$ cat src/design/ebpc_params.svh
// Timing-free constants and reset values for the expansion bus pin state control.
`ifndef EBPC_PARAMS_SVH
`define EBPC_PARAMS_SVH
`define EBPC_AD_W 16
`define EBPC_LA_W 15
`define EBPC_HA_W 6
`define EBPC_LA_RST 15'h0000
`define EBPC_HA_RST 6'h00
`define EBPC_AD_RST 16'h0000
`endif

$ cat src/design/ebpc_pkg.sv
// Types for the expansion bus pin state control.
package ebpc_pkg;
  typedef enum logic [2:0] {
    EBPC_RESET,
    EBPC_ACTIVE,
    EBPC_INACTIVE,
    EBPC_HALT,
    EBPC_STOP,
    EBPC_HOLD
  } ebpc_state_t;
endpackage : ebpc_pkg

$ cat src/design/ebpc_pin_ctrl.sv
// Pin state control of the external expansion bus in each operating condition.
`timescale 1ns/1ps
`include "ebpc_params.svh"
// Function
// [RQ1] After reset all bus pins except clock output float until expansion is selected.
// [RQ2] Address/data lines float except during active external bus cycles.
// [RQ3] Low address floats in reset; holds last cycle value in other states.
// [RQ4] High address holds in halt/inactive; floats in reset, stop, hold.
// [RQ5] Byte enables hold in halt/inactive; float in reset, stop, hold.
// [RQ6] Read/write status high in halt/inactive; floats in reset, stop, hold.
// [RQ7] Strobes high in halt/inactive; float in reset, stop, hold.
// [RQ8] Address strobe high in halt/inactive; floats in reset, stop, hold.
// [RQ9] Hold acknowledge low in hold, normal in halt/inactive, floats otherwise; the code also drives it high in active cycles.
// [RQ10] Hold request monitored in halt, hold, inactive; ignored in reset, stop.
// [RQ11] Clock output floats in reset, low in stop, runs otherwise unless inhibited.
// [RQ12] Internal fetch in expansion mode puts the bus into the inactive state.
// [RQ13] Held values are undefined before the first external access.
// [RQ14] Held outputs show the most recent external bus cycle, across mode toggles.
// [RQ15] Held values are registers updated only during active external cycles.
module ebpc_pin_ctrl (
  input  wire logic                   mclk_in,
  input  wire logic                   rst_n_in,
  input  wire logic                   expansion_mode_in,
  input  wire logic                   ext_cycle_in,
  input  wire logic                   internal_fetch_in,
  input  wire logic                   halt_in,
  input  wire logic                   stop_in,
  input  wire logic                   system_clock_output_inhibit_in,
  input  wire logic                   cycle_ad_drive_in,
  input  wire logic [`EBPC_AD_W-1:0]  cycle_ad_in,
  input  wire logic [`EBPC_LA_W-1:0]  cycle_low_addr_in,
  input  wire logic [`EBPC_HA_W-1:0]  cycle_high_addr_in,
  input  wire logic                   cycle_low_be_n_in,
  input  wire logic                   cycle_high_be_n_in,
  input  wire logic                   cycle_read_in,
  input  wire logic                   cycle_data_strobe_n_in,
  input  wire logic                   cycle_read_strobe_n_in,
  input  wire logic                   cycle_write_low_n_in,
  input  wire logic                   cycle_write_high_n_in,
  input  wire logic                   cycle_addr_strobe_n_in,
  input  wire logic                   hold_request_n_in,
  input  wire logic                   clk_phase_in,
  output logic [`EBPC_AD_W-1:0]       mux_addr_data_lines_out,
  output logic                        mux_addr_data_lines_oe_out,
  output logic [`EBPC_LA_W-1:0]       low_address_lines_out,
  output logic                        low_address_lines_oe_out,
  output logic [`EBPC_HA_W-1:0]       high_address_lines_out,
  output logic                        high_address_lines_oe_out,
  output logic                        low_byte_enable_n_out,
  output logic                        high_byte_enable_n_out,
  output logic                        byte_enable_oe_out,
  output logic                        read_write_status_out,
  output logic                        read_write_status_oe_out,
  output logic                        data_strobe_n_out,
  output logic                        read_strobe_n_out,
  output logic                        write_strobe_low_n_out,
  output logic                        write_strobe_high_n_out,
  output logic                        strobe_oe_out,
  output logic                        address_strobe_n_out,
  output logic                        address_strobe_oe_out,
  output logic                        hold_acknowledge_n_out,
  output logic                        hold_acknowledge_oe_out,
  output logic                        hold_request_seen_out,
  output logic                        system_clock_output_out,
  output logic                        system_clock_output_oe_out
);

  ebpc_pkg::ebpc_state_t state;
  ebpc_pkg::ebpc_state_t next_state;
  // Held copies of the last external cycle.
  logic [`EBPC_LA_W-1:0] held_low_addr;
  logic [`EBPC_LA_W-1:0] next_held_low_addr;
  logic [`EBPC_HA_W-1:0] held_high_addr;
  logic [`EBPC_HA_W-1:0] next_held_high_addr;
  logic                  held_low_be_n;
  logic                  next_held_low_be_n;
  logic                  held_high_be_n;
  logic                  next_held_high_be_n;
  logic                  hold_req_q;
  logic                  next_hold_req_q;

  // Next values of the registered pins and their enables.
  logic [`EBPC_AD_W-1:0] next_ad;
  logic                  next_ad_oe;
  logic [`EBPC_LA_W-1:0] next_la;
  logic                  next_la_oe;
  logic [`EBPC_HA_W-1:0] next_ha;
  logic                  next_ha_oe;
  logic                  next_lbe;
  logic                  next_hbe;
  logic                  next_be_oe;
  logic                  next_rw;
  logic                  next_rw_oe;
  logic                  next_ds;
  logic                  next_rd;
  logic                  next_wl;
  logic                  next_wh;
  logic                  next_st_oe;
  logic                  next_as;
  logic                  next_as_oe;
  logic                  next_ak;
  logic                  next_ak_oe;
  logic                  next_clk;
  logic                  next_clk_oe;

  // Operating state selection; stop outranks hold, hold outranks halt.
  always_comb begin
    if (!expansion_mode_in) begin
      next_state = ebpc_pkg::EBPC_RESET; // [RQ1]
    end else if (stop_in) begin
      next_state = ebpc_pkg::EBPC_STOP;
    end else if (!hold_request_n_in) begin
      next_state = ebpc_pkg::EBPC_HOLD;
    end else if (halt_in) begin
      next_state = ebpc_pkg::EBPC_HALT;
    end else if (ext_cycle_in && !internal_fetch_in) begin
      next_state = ebpc_pkg::EBPC_ACTIVE;
    end else begin
      next_state = ebpc_pkg::EBPC_INACTIVE; // [RQ12]
    end
  end

  // Held values follow the bus only in active cycles and survive mode toggles.
  always_comb begin
    next_held_low_addr  = held_low_addr;
    next_held_high_addr = held_high_addr;
    next_held_low_be_n  = held_low_be_n;
    next_held_high_be_n = held_high_be_n;
    if (next_state == ebpc_pkg::EBPC_ACTIVE) begin // [RQ15] [RQ14]
      next_held_low_addr  = cycle_low_addr_in;
      next_held_high_addr = cycle_high_addr_in;
      next_held_low_be_n  = cycle_low_be_n_in;
      next_held_high_be_n = cycle_high_be_n_in;
    end
  end

  // Hold request is sampled only where it is monitored.
  always_comb begin
    next_hold_req_q = hold_req_q;
    unique case (next_state)
      ebpc_pkg::EBPC_RESET,
      ebpc_pkg::EBPC_STOP: next_hold_req_q = 1'b0; // [RQ10]
      default: next_hold_req_q = !hold_request_n_in; // [RQ10]
    endcase
  end

  // Pin values and enables per operating state.
  always_comb begin
    next_ad     = `EBPC_AD_RST;
    next_ad_oe  = 1'b0;
    next_la     = next_held_low_addr;
    next_la_oe  = 1'b1;
    next_ha     = next_held_high_addr;
    next_ha_oe  = 1'b0;
    next_lbe    = next_held_low_be_n;
    next_hbe    = next_held_high_be_n;
    next_be_oe  = 1'b0;
    next_rw     = 1'b1;
    next_rw_oe  = 1'b0;
    next_ds     = 1'b1;
    next_rd     = 1'b1;
    next_wl     = 1'b1;
    next_wh     = 1'b1;
    next_st_oe  = 1'b0;
    next_as     = 1'b1;
    next_as_oe  = 1'b0;
    next_ak     = 1'b1;
    next_ak_oe  = 1'b0;
    next_clk    = clk_phase_in && !system_clock_output_inhibit_in; // [RQ11]
    next_clk_oe = 1'b1;
    unique case (next_state)
      ebpc_pkg::EBPC_RESET: begin
        // Port mode floats the bus pins; the clock output keeps running, but is parked low while stop_in is set.
        next_la_oe = 1'b0; // [RQ1] [RQ3]
        if (stop_in) begin
          next_clk = 1'b0; // [RQ11]
        end
      end
      ebpc_pkg::EBPC_STOP: begin
        // Stop floats the bus control pins and parks the clock output low.
        next_clk = 1'b0; // [RQ4] [RQ5] [RQ6] [RQ7] [RQ8] [RQ9] [RQ11]
      end
      ebpc_pkg::EBPC_HOLD: begin
        // The bus is lent out; besides the held low address and the clock output, only the acknowledge is driven, and it is driven low.
        next_ak    = 1'b0; // [RQ9]
        next_ak_oe = 1'b1;
      end
      ebpc_pkg::EBPC_ACTIVE: begin
        // Address, data, byte enable, status and strobe pins follow the running external cycle; the acknowledge is driven high.
        next_ad    = cycle_ad_in;
        next_ad_oe = cycle_ad_drive_in; // [RQ2]
        next_ha_oe = 1'b1;
        next_be_oe = 1'b1;
        next_rw    = cycle_read_in;
        next_rw_oe = 1'b1;
        next_ds    = cycle_data_strobe_n_in;
        next_rd    = cycle_read_strobe_n_in;
        next_wl    = cycle_write_low_n_in;
        next_wh    = cycle_write_high_n_in;
        next_st_oe = 1'b1;
        next_as    = cycle_addr_strobe_n_in;
        next_as_oe = 1'b1;
        next_ak_oe = 1'b1;
      end
      default: begin
        // Halt and inactive states drive the strobes high and show held values.
        next_ha_oe = 1'b1; // [RQ4] [RQ13]
        next_be_oe = 1'b1; // [RQ5]
        next_rw_oe = 1'b1; // [RQ6]
        next_st_oe = 1'b1; // [RQ7]
        next_as_oe = 1'b1; // [RQ8]
        next_ak_oe = 1'b1; // [RQ9]
      end
    endcase
  end

  // Registers the operating state.
  always_ff @(posedge mclk_in) begin
    if (!rst_n_in) begin
      state <= ebpc_pkg::EBPC_RESET;
    end else begin
      state <= next_state;
    end
  end

  // Registers the held copies of the last external cycle.
  always_ff @(posedge mclk_in) begin
    if (!rst_n_in) begin
      // Values before the first external cycle are undefined; these are arbitrary.
      held_low_addr  <= `EBPC_LA_RST; // [RQ13]
      held_high_addr <= `EBPC_HA_RST;
      held_low_be_n  <= 1'b1;
      held_high_be_n <= 1'b1;
    end else begin
      held_low_addr  <= next_held_low_addr;
      held_high_addr <= next_held_high_addr;
      held_low_be_n  <= next_held_low_be_n;
      held_high_be_n <= next_held_high_be_n;
    end
  end

  // Registers the hold request sample and its status output.
  always_ff @(posedge mclk_in) begin
    if (!rst_n_in) begin
      hold_req_q            <= 1'b0;
      hold_request_seen_out <= 1'b0;
    end else begin
      hold_req_q            <= next_hold_req_q;
      hold_request_seen_out <= next_hold_req_q; // [RQ10]
    end
  end

  // Registers the pin values and enables.
  always_ff @(posedge mclk_in) begin
    if (!rst_n_in) begin
      mux_addr_data_lines_out    <= `EBPC_AD_RST;
      mux_addr_data_lines_oe_out <= 1'b0;
      low_address_lines_out      <= `EBPC_LA_RST;
      low_address_lines_oe_out   <= 1'b0;
      high_address_lines_out     <= `EBPC_HA_RST;
      high_address_lines_oe_out  <= 1'b0;
      low_byte_enable_n_out      <= 1'b1;
      high_byte_enable_n_out     <= 1'b1;
      byte_enable_oe_out         <= 1'b0;
      read_write_status_out      <= 1'b1;
      read_write_status_oe_out   <= 1'b0;
      data_strobe_n_out          <= 1'b1;
      read_strobe_n_out          <= 1'b1;
      write_strobe_low_n_out     <= 1'b1;
      write_strobe_high_n_out    <= 1'b1;
      strobe_oe_out              <= 1'b0;
      address_strobe_n_out       <= 1'b1;
      address_strobe_oe_out      <= 1'b0;
      hold_acknowledge_n_out     <= 1'b1;
      hold_acknowledge_oe_out    <= 1'b0;
      system_clock_output_out    <= 1'b0;
      system_clock_output_oe_out <= 1'b0;
    end else begin
      mux_addr_data_lines_out    <= next_ad;
      mux_addr_data_lines_oe_out <= next_ad_oe;
      low_address_lines_out      <= next_la;
      low_address_lines_oe_out   <= next_la_oe;
      high_address_lines_out     <= next_ha;
      high_address_lines_oe_out  <= next_ha_oe;
      low_byte_enable_n_out      <= next_lbe;
      high_byte_enable_n_out     <= next_hbe;
      byte_enable_oe_out         <= next_be_oe;
      read_write_status_out      <= next_rw;
      read_write_status_oe_out   <= next_rw_oe;
      data_strobe_n_out          <= next_ds;
      read_strobe_n_out          <= next_rd;
      write_strobe_low_n_out     <= next_wl;
      write_strobe_high_n_out    <= next_wh;
      strobe_oe_out              <= next_st_oe;
      address_strobe_n_out       <= next_as;
      address_strobe_oe_out      <= next_as_oe;
      hold_acknowledge_n_out     <= next_ak;
      hold_acknowledge_oe_out    <= next_ak_oe;
      system_clock_output_out    <= next_clk;
      system_clock_output_oe_out <= next_clk_oe;
    end
  end

endmodule : ebpc_pin_ctrl

$ cat config.mk
export PLATFORM = sky130hd
export DESIGN_NAME = ebpc_pin_ctrl
export DESIGN_NICKNAME = d
export VERILOG_FILES = /design/src/design/ebpc_pkg.sv /design/src/design/ebpc_pin_ctrl.sv
export VERILOG_INCLUDE_DIRS = /design/src /design/src/design
export SDC_FILE = /design/constraint.sdc
export NUM_CORES = 1
export LEC_CHECK = 0
export ABC_AREA = 1
export BUFFER_PORTS_ARGS = -buffer_cell sky130_fd_sc_hd__buf_2
export CAP_MARGIN = 20
export CORE_MARGIN = 1.5
export CORE_UTILIZATION = 38
export CTS_BUF_LIST = sky130_fd_sc_hd__clkbuf_16
export CTS_CLUSTER_DIAMETER = 150
export DETAILED_ROUTE_END_ITERATION = 10
export GPL_TIMING_DRIVEN = 0
export HOLD_SLACK_MARGIN = 0.06
export PLACE_DENSITY = 0.71
export SYNTH_ARGS = -nofsm -noshare
export SYNTH_HDL_FRONTEND = slang
export SYNTH_SLANG_ARGS = --single-unit
$ cat constraint.sdc
create_clock -name mclk_in -period 1.2 [get_ports mclk_in]
set_input_delay 0.06 -clock mclk_in [delete_from_list [all_inputs] [get_ports mclk_in]]
set_output_delay 0.06 -clock mclk_in [all_outputs]
set_load 0.02 [all_outputs]
; ---- Word-level counts from Yosys, hierarchy flattened
; Index checks and enable logic that the tools add are counted.
[word_totals]
register_bits = 53
input_bits = 56
output_inout_bits = 57
elab_cells = 45
[classes]
eq_ne = 3
n_mux = 12
bitwise_logic = 1
n_reduce_logical = 10
[op_table]
columns = operator, count
row1 = 3-bit 2-to-1 mux, 3
row2 = 3-bit equality test (second input constant), 2
row3 = 1-bit 2-to-1 mux, 6
row4 = 3-bit OR reduction, 2
row5 = 2-bit 2-to-1 mux, 2
row6 = 3-bit by 1-bit equality test with 1-bit output (second input constant), 1
row7 = 1-bit logical NOT, 3
row8 = 3-bit logical NOT, 1
row9 = 1-bit logical AND, 2
row10 = 1-bit case mux with 2 select lines, 1
row11 = 2-bit AND reduction, 1
row12 = 2-bit OR reduction, 1
row13 = 1-bit inverter, 1

; ---- Logic depth before layout (Yosys ltp)
[depth]
word_depth = 10
mapped_depth = 8
ltp_nobuf = 6

; ---- Worst setup path before layout
; No wires, ideal clock.
[synth_path]
path_type = input to register
start = in internal_fetch_in
end = reg data_strobe_n_out
setup_ps = 120
arrival_time_ps = 881
t_required_ps = 1080
slack_ps = 199
stages = 6
path_buffers = 1
cell_sequence = inv_1 nand2_1 a21oi_4 nand3_2 buf_6 or2_1
[synth_via]
elab_chain_len = 9
[synth_lines]
columns = item, line_no
row1 = from (decl), ebpc_pin_ctrl.sv:25  ; input wire logic internal_fetch_in,
row2 = 1-bit logical NOT, ebpc_pin_ctrl.sv:116  ; end else if (ext_cycle_in && !internal_fetch_in) begin
row3 = 1-bit logical AND, ebpc_pin_ctrl.sv:116
row4 = 2-bit 2-to-1 mux, ebpc_pin_ctrl.sv:116
row5 = 2-bit 2-to-1 mux, ebpc_pin_ctrl.sv:114  ; end else if (halt_in) begin
row6 = 3-bit 2-to-1 mux, ebpc_pin_ctrl.sv:112  ; end else if (!hold_request_n_in) begin
row7 = 3-bit 2-to-1 mux, ebpc_pin_ctrl.sv:110  ; end else if (stop_in) begin
row8 = 3-bit 2-to-1 mux, ebpc_pin_ctrl.sv:108  ; if (!expansion_mode_in) begin
row9 = 3-bit by 1-bit equality test with 1-bit output, ebpc_pin_ctrl.sv:171  ; unique case (next_state)
row10 = 2-bit AND reduction (no line), --
row11 = to (signal assigned), ebpc_pin_ctrl.sv:290  ; data_strobe_n_out <= next_ds;
row12 = to (decl), ebpc_pin_ctrl.sv:54  ; output logic data_strobe_n_out,
; Every way passes these cells.
; A chain may end at the register's enable or synchronous reset.

==> summary.md <==
| Metric | Value |
|---|---|
| Post-detailed-route count of antenna-violating nets | `0` |
| Reg-to-reg slack, setup | `0.60 ns` |
| Post-route clock period utilization | `0.8355` |
| Core box area | `4786 µm²` |
| DIE AREA | `roughly 5500 µm²` |
| Library cell with the highest instance count after synthesis | `dfxtp_1` |
| Number of storage elements in the synthesis netlist | `53` |
| TritonCTS clock tree | `done` |
| Hold violation count in the final report | `0` |
| Worst Setup Start Kind | `flop` |
| Number of DRC violations after detailed-routing iteration 0 | `54` |
| Final TNS setup | `0 ns` |
| Clock Tree Buf Depth | `2` |
| Post-synth EDFFs | `0` |
| H-tree depth | `2` |
| Beginning of the worst register-to-register path | `high_address_lines_out[5]` |
| Pre-Repair DR Iteration Count | `4` |
| Leak | `1.694 nW` |
| Maximum Capacitance Violations | `0` |
| Placed wire-length estimate | `3173 µm` |
| Number of I/O pins | `around 110` |
| Root Buffer | `clkbuf_16` |
| Worst Setup Path Type | `flop to primary output` |
| Final number of max-transition violations | `0` |
| Cell count after placement | `423` |
| Top register by number of flip-flops | `mux_addr_data_lines_out` |
| Final worst-path setup slack | `approximately 0.20 ns` |
| Leading register cell type out of synthesis | `dfxtp_1` |
| Footprint of the flip-flops and latches | `1061 µm²` |
| Number of cells on the worst reg-to-reg path | `2` |
| Crit-path cells | `buf_4 -> buf_2` |
| Number of different library cells in the post-synthesis netlist | `18` |
| Peak ir drop on the vdd network | `593.9 µV` |
| Status | `finished, final reports clean` |
| Area of the mapped netlist | `1916 µm²` |
| Non-filler cells in the finished layout | `462` |
| DR DRC count | `0` |
| Required time at the endpoint of the critical path | `1.14 ns` |
| Final weighted congestion of routability-driven global placement | `roughly 0.88` |
| Total setup violations reported at the end of the flow | `0` |
| Number of cells traversed by the worst hold path | `5` |
| Clock input transition at the sequential cells of the worst setup and hold paths | `0.07 ns` |
| Post-layout minimum cycle time | `1.003 ns` |
| CP arrival | `between 0.9 and 1 ns` |
| Crit-path max FO | `5` |
| Clock buffer count from CTS | `5` |
| Worst Hold Class | `primary input to flop` |
| Routed wirelength normalized by instance count | `10.47 µm` |
| Async set or reset register ratio after synthesis | `0` |
| Later-pin clock latency in the skew report | `0.29 ns` |
| Largest regs | `mux_addr_data_lines_out: 16 flops, low_address_lines_out: 15 flops, high_address_lines_out: 6 flops` |
| Max Fclk | `997.4 MHz` |
| Via density | `slightly above 4` |
| GRT Residual Overflow | `0` |
| Slowest stage delay, CP | `0.39 ns` |
| Total vias in the final route | `1920` |
| Destination of the worst hold path | `low_address_lines_out[12]` |
| Worst rel slew slack | `0.7230` |
| Nets@finish | `450` |
| Total Wirelength | `4838 µm` |
| Number of flip-flops under the largest register name | `16` |
| Synth-to-Final Area Change | `58.59%` |
| Top cell types by occurrence after synthesis | `dfxtp_1 (53), inv_1 (46), nor2_1 (40)` |
| Count of buffers inserted at the top-level ports | `112` |
| Mapped Nets | `300` |
| Number of global-route vias before repair | `between 1500 and 2000` |
| Number of warnings reported in the yosys synthesis log | `0` |
| Number of cell rows | `25` |
| Worst setup slack after placement | `-0.08934 ns` |
| Multi-input combinational cell area | `579.3 µm²` |
| Origin of the worst min-delay path | `cycle_low_addr_in[12]` |
| RSZ-0062 raised after global routing | `false` |
| Sequential cell area fraction in the yosys report | `0.5539` |
| CP max-delay cell | `dfxtp_1` |
| Endpoint of the worst register-to-register path | `high_address_lines_out[5]` |
| Number of buffers inserted to repair setup after CTS | `0` |
| Post-route cell area | `3038 µm²` |
| Wire length of the first global-routing pass | `7293 µm` |
| Tightest Pin Transition | `0.4156 ns` |
| Maximum number of pins on one net before global-route repair | `17` |
| CTS sink cnt | `53` |
| Overall routing resource usage | `0.1745` |
| Die width | `74 µm` |
| Mapped Cells | `approximately 240` |
| Number of gates resized after cts | `0` |
| Post-CTS Hold Buffers | `31` |
| Capturing element type of the critical path | `primary output` |
| Effective utilization at floorplan | `0.4003` |
| Setup clock skew after layout | `0 ns` |
| Layout cells sized above 1 | `0.3519` |
| Antenna diode count | `0` |
| Height of the die | `74 µm` |
| Cell type with the largest total area after synthesis | `dfxtp_1` |
| Avg Inst Size Synth | `7.851 µm²` |
| Cell area after placement | `2560 µm²` |
| Top cell type's share of synthesized area | `0.5539` |
| Filler instances | `447` |
| Number of antenna violations at the first check in global routing | `0` |
| Top cells by area in the synthesized netlist | `dfxtp_1 (55%), inv_1 (9.0%), nor2_1 (7.8%), nand3_1 (6.8%), nand2_1 (5.7%)` |
| Pwr/cell area | `1308 nW/µm²` |
[report_power, final]
part / leakage, nW / switching (mW) / total [mW] / internal, mW
Combinational: 1.18 / 0.287 / 0.540 / 0.253
Sequential: 0.432 / 0.0242 / 1.84 / 1.82
Clock: 0.0852 / 0.611 / 1.59 / 0.980
[worst max path at each step]
stage / to / from / depth (start not counted) / slack (ns)
2_1_floorplan: data_strobe_n_out / internal_fetch_in / 6 / 0.20
3_3_place_gp: data_strobe_n_out / stop_in / 7 / -0.06
3_5_place_dp: read_write_status_out / stop_in / 7 / -0.09
4_1_cts: read_write_status_oe_out / address_strobe_oe_out / 2 / 0.19
5_1_grt: low_byte_enable_n_out / stop_in / 8 / 0.1
6_report: read_write_status_oe_out / address_strobe_oe_out / 2 / 0.20
[cell families (layout without fill, tap and decap cells)]
| group | count (synthesis) | in the layout | synth area share |
|---|---|---|---|
| simple gates | 104 | 104 | 0.2351 |
| compound gates | 23 | 23 | 0.06728 |
| flops | 53 | 53 | 0.5539 |
| buf+inv | 64 | 215 | 0.1437 |
[worst max-delay path: cells and delay by family, from the launching register on]
kind                   cells  cell delay [ns]
DFF                        1             0.39
buffers and inverters      2             0.27
[placed cells by master, fill, tap and decap left out, drive strengths merged]
cell type    instances
a21oi               22
buf                128
bufinv               1
clkbuf               7
clkinv               1
dfxtp               53
dlygate4sd3         31
inv                 47
nand2               29
nand3               27
nor2                40
nor3                 1
nor4b                1
o21bai               1
or2                  6
[layout make-up]
class,count,share of cell area
sequential,53,0.3493
buffer,18,0.03377
tap,67,0.02759
multi-input combinational,127,0.1907
inverter,46,0.05684
timing repair buffer,143,0.2867
clock inverter,3,0.01400
clock buffer,5,0.04119
[metrics by stage]
stage	util	power (mW)	hold slack, ns
floorplan	-	2.154	0.08772
global placement	0.5349	2.335	0.1771
global route	0.6348	4.131	0.1116
detailed placement	0.5349	2.343	0.1788
finish	0.6348	3.974	0.08397
CTS	0.6348	3.994	0.08191
[metal layers]
layer / track usage / routed length, µm / vias to the layer above
li1: - / - / 1024
met1: 0.1971 / 2075 / 810
met2: 0.3046 / 2338 / 76
met3: 0.05014 / 332 / 10
met4: 0.07819 / 91 / 0
met5: 0 / 0 / -
Note: power is estimated with default switching activity, not from simulation.
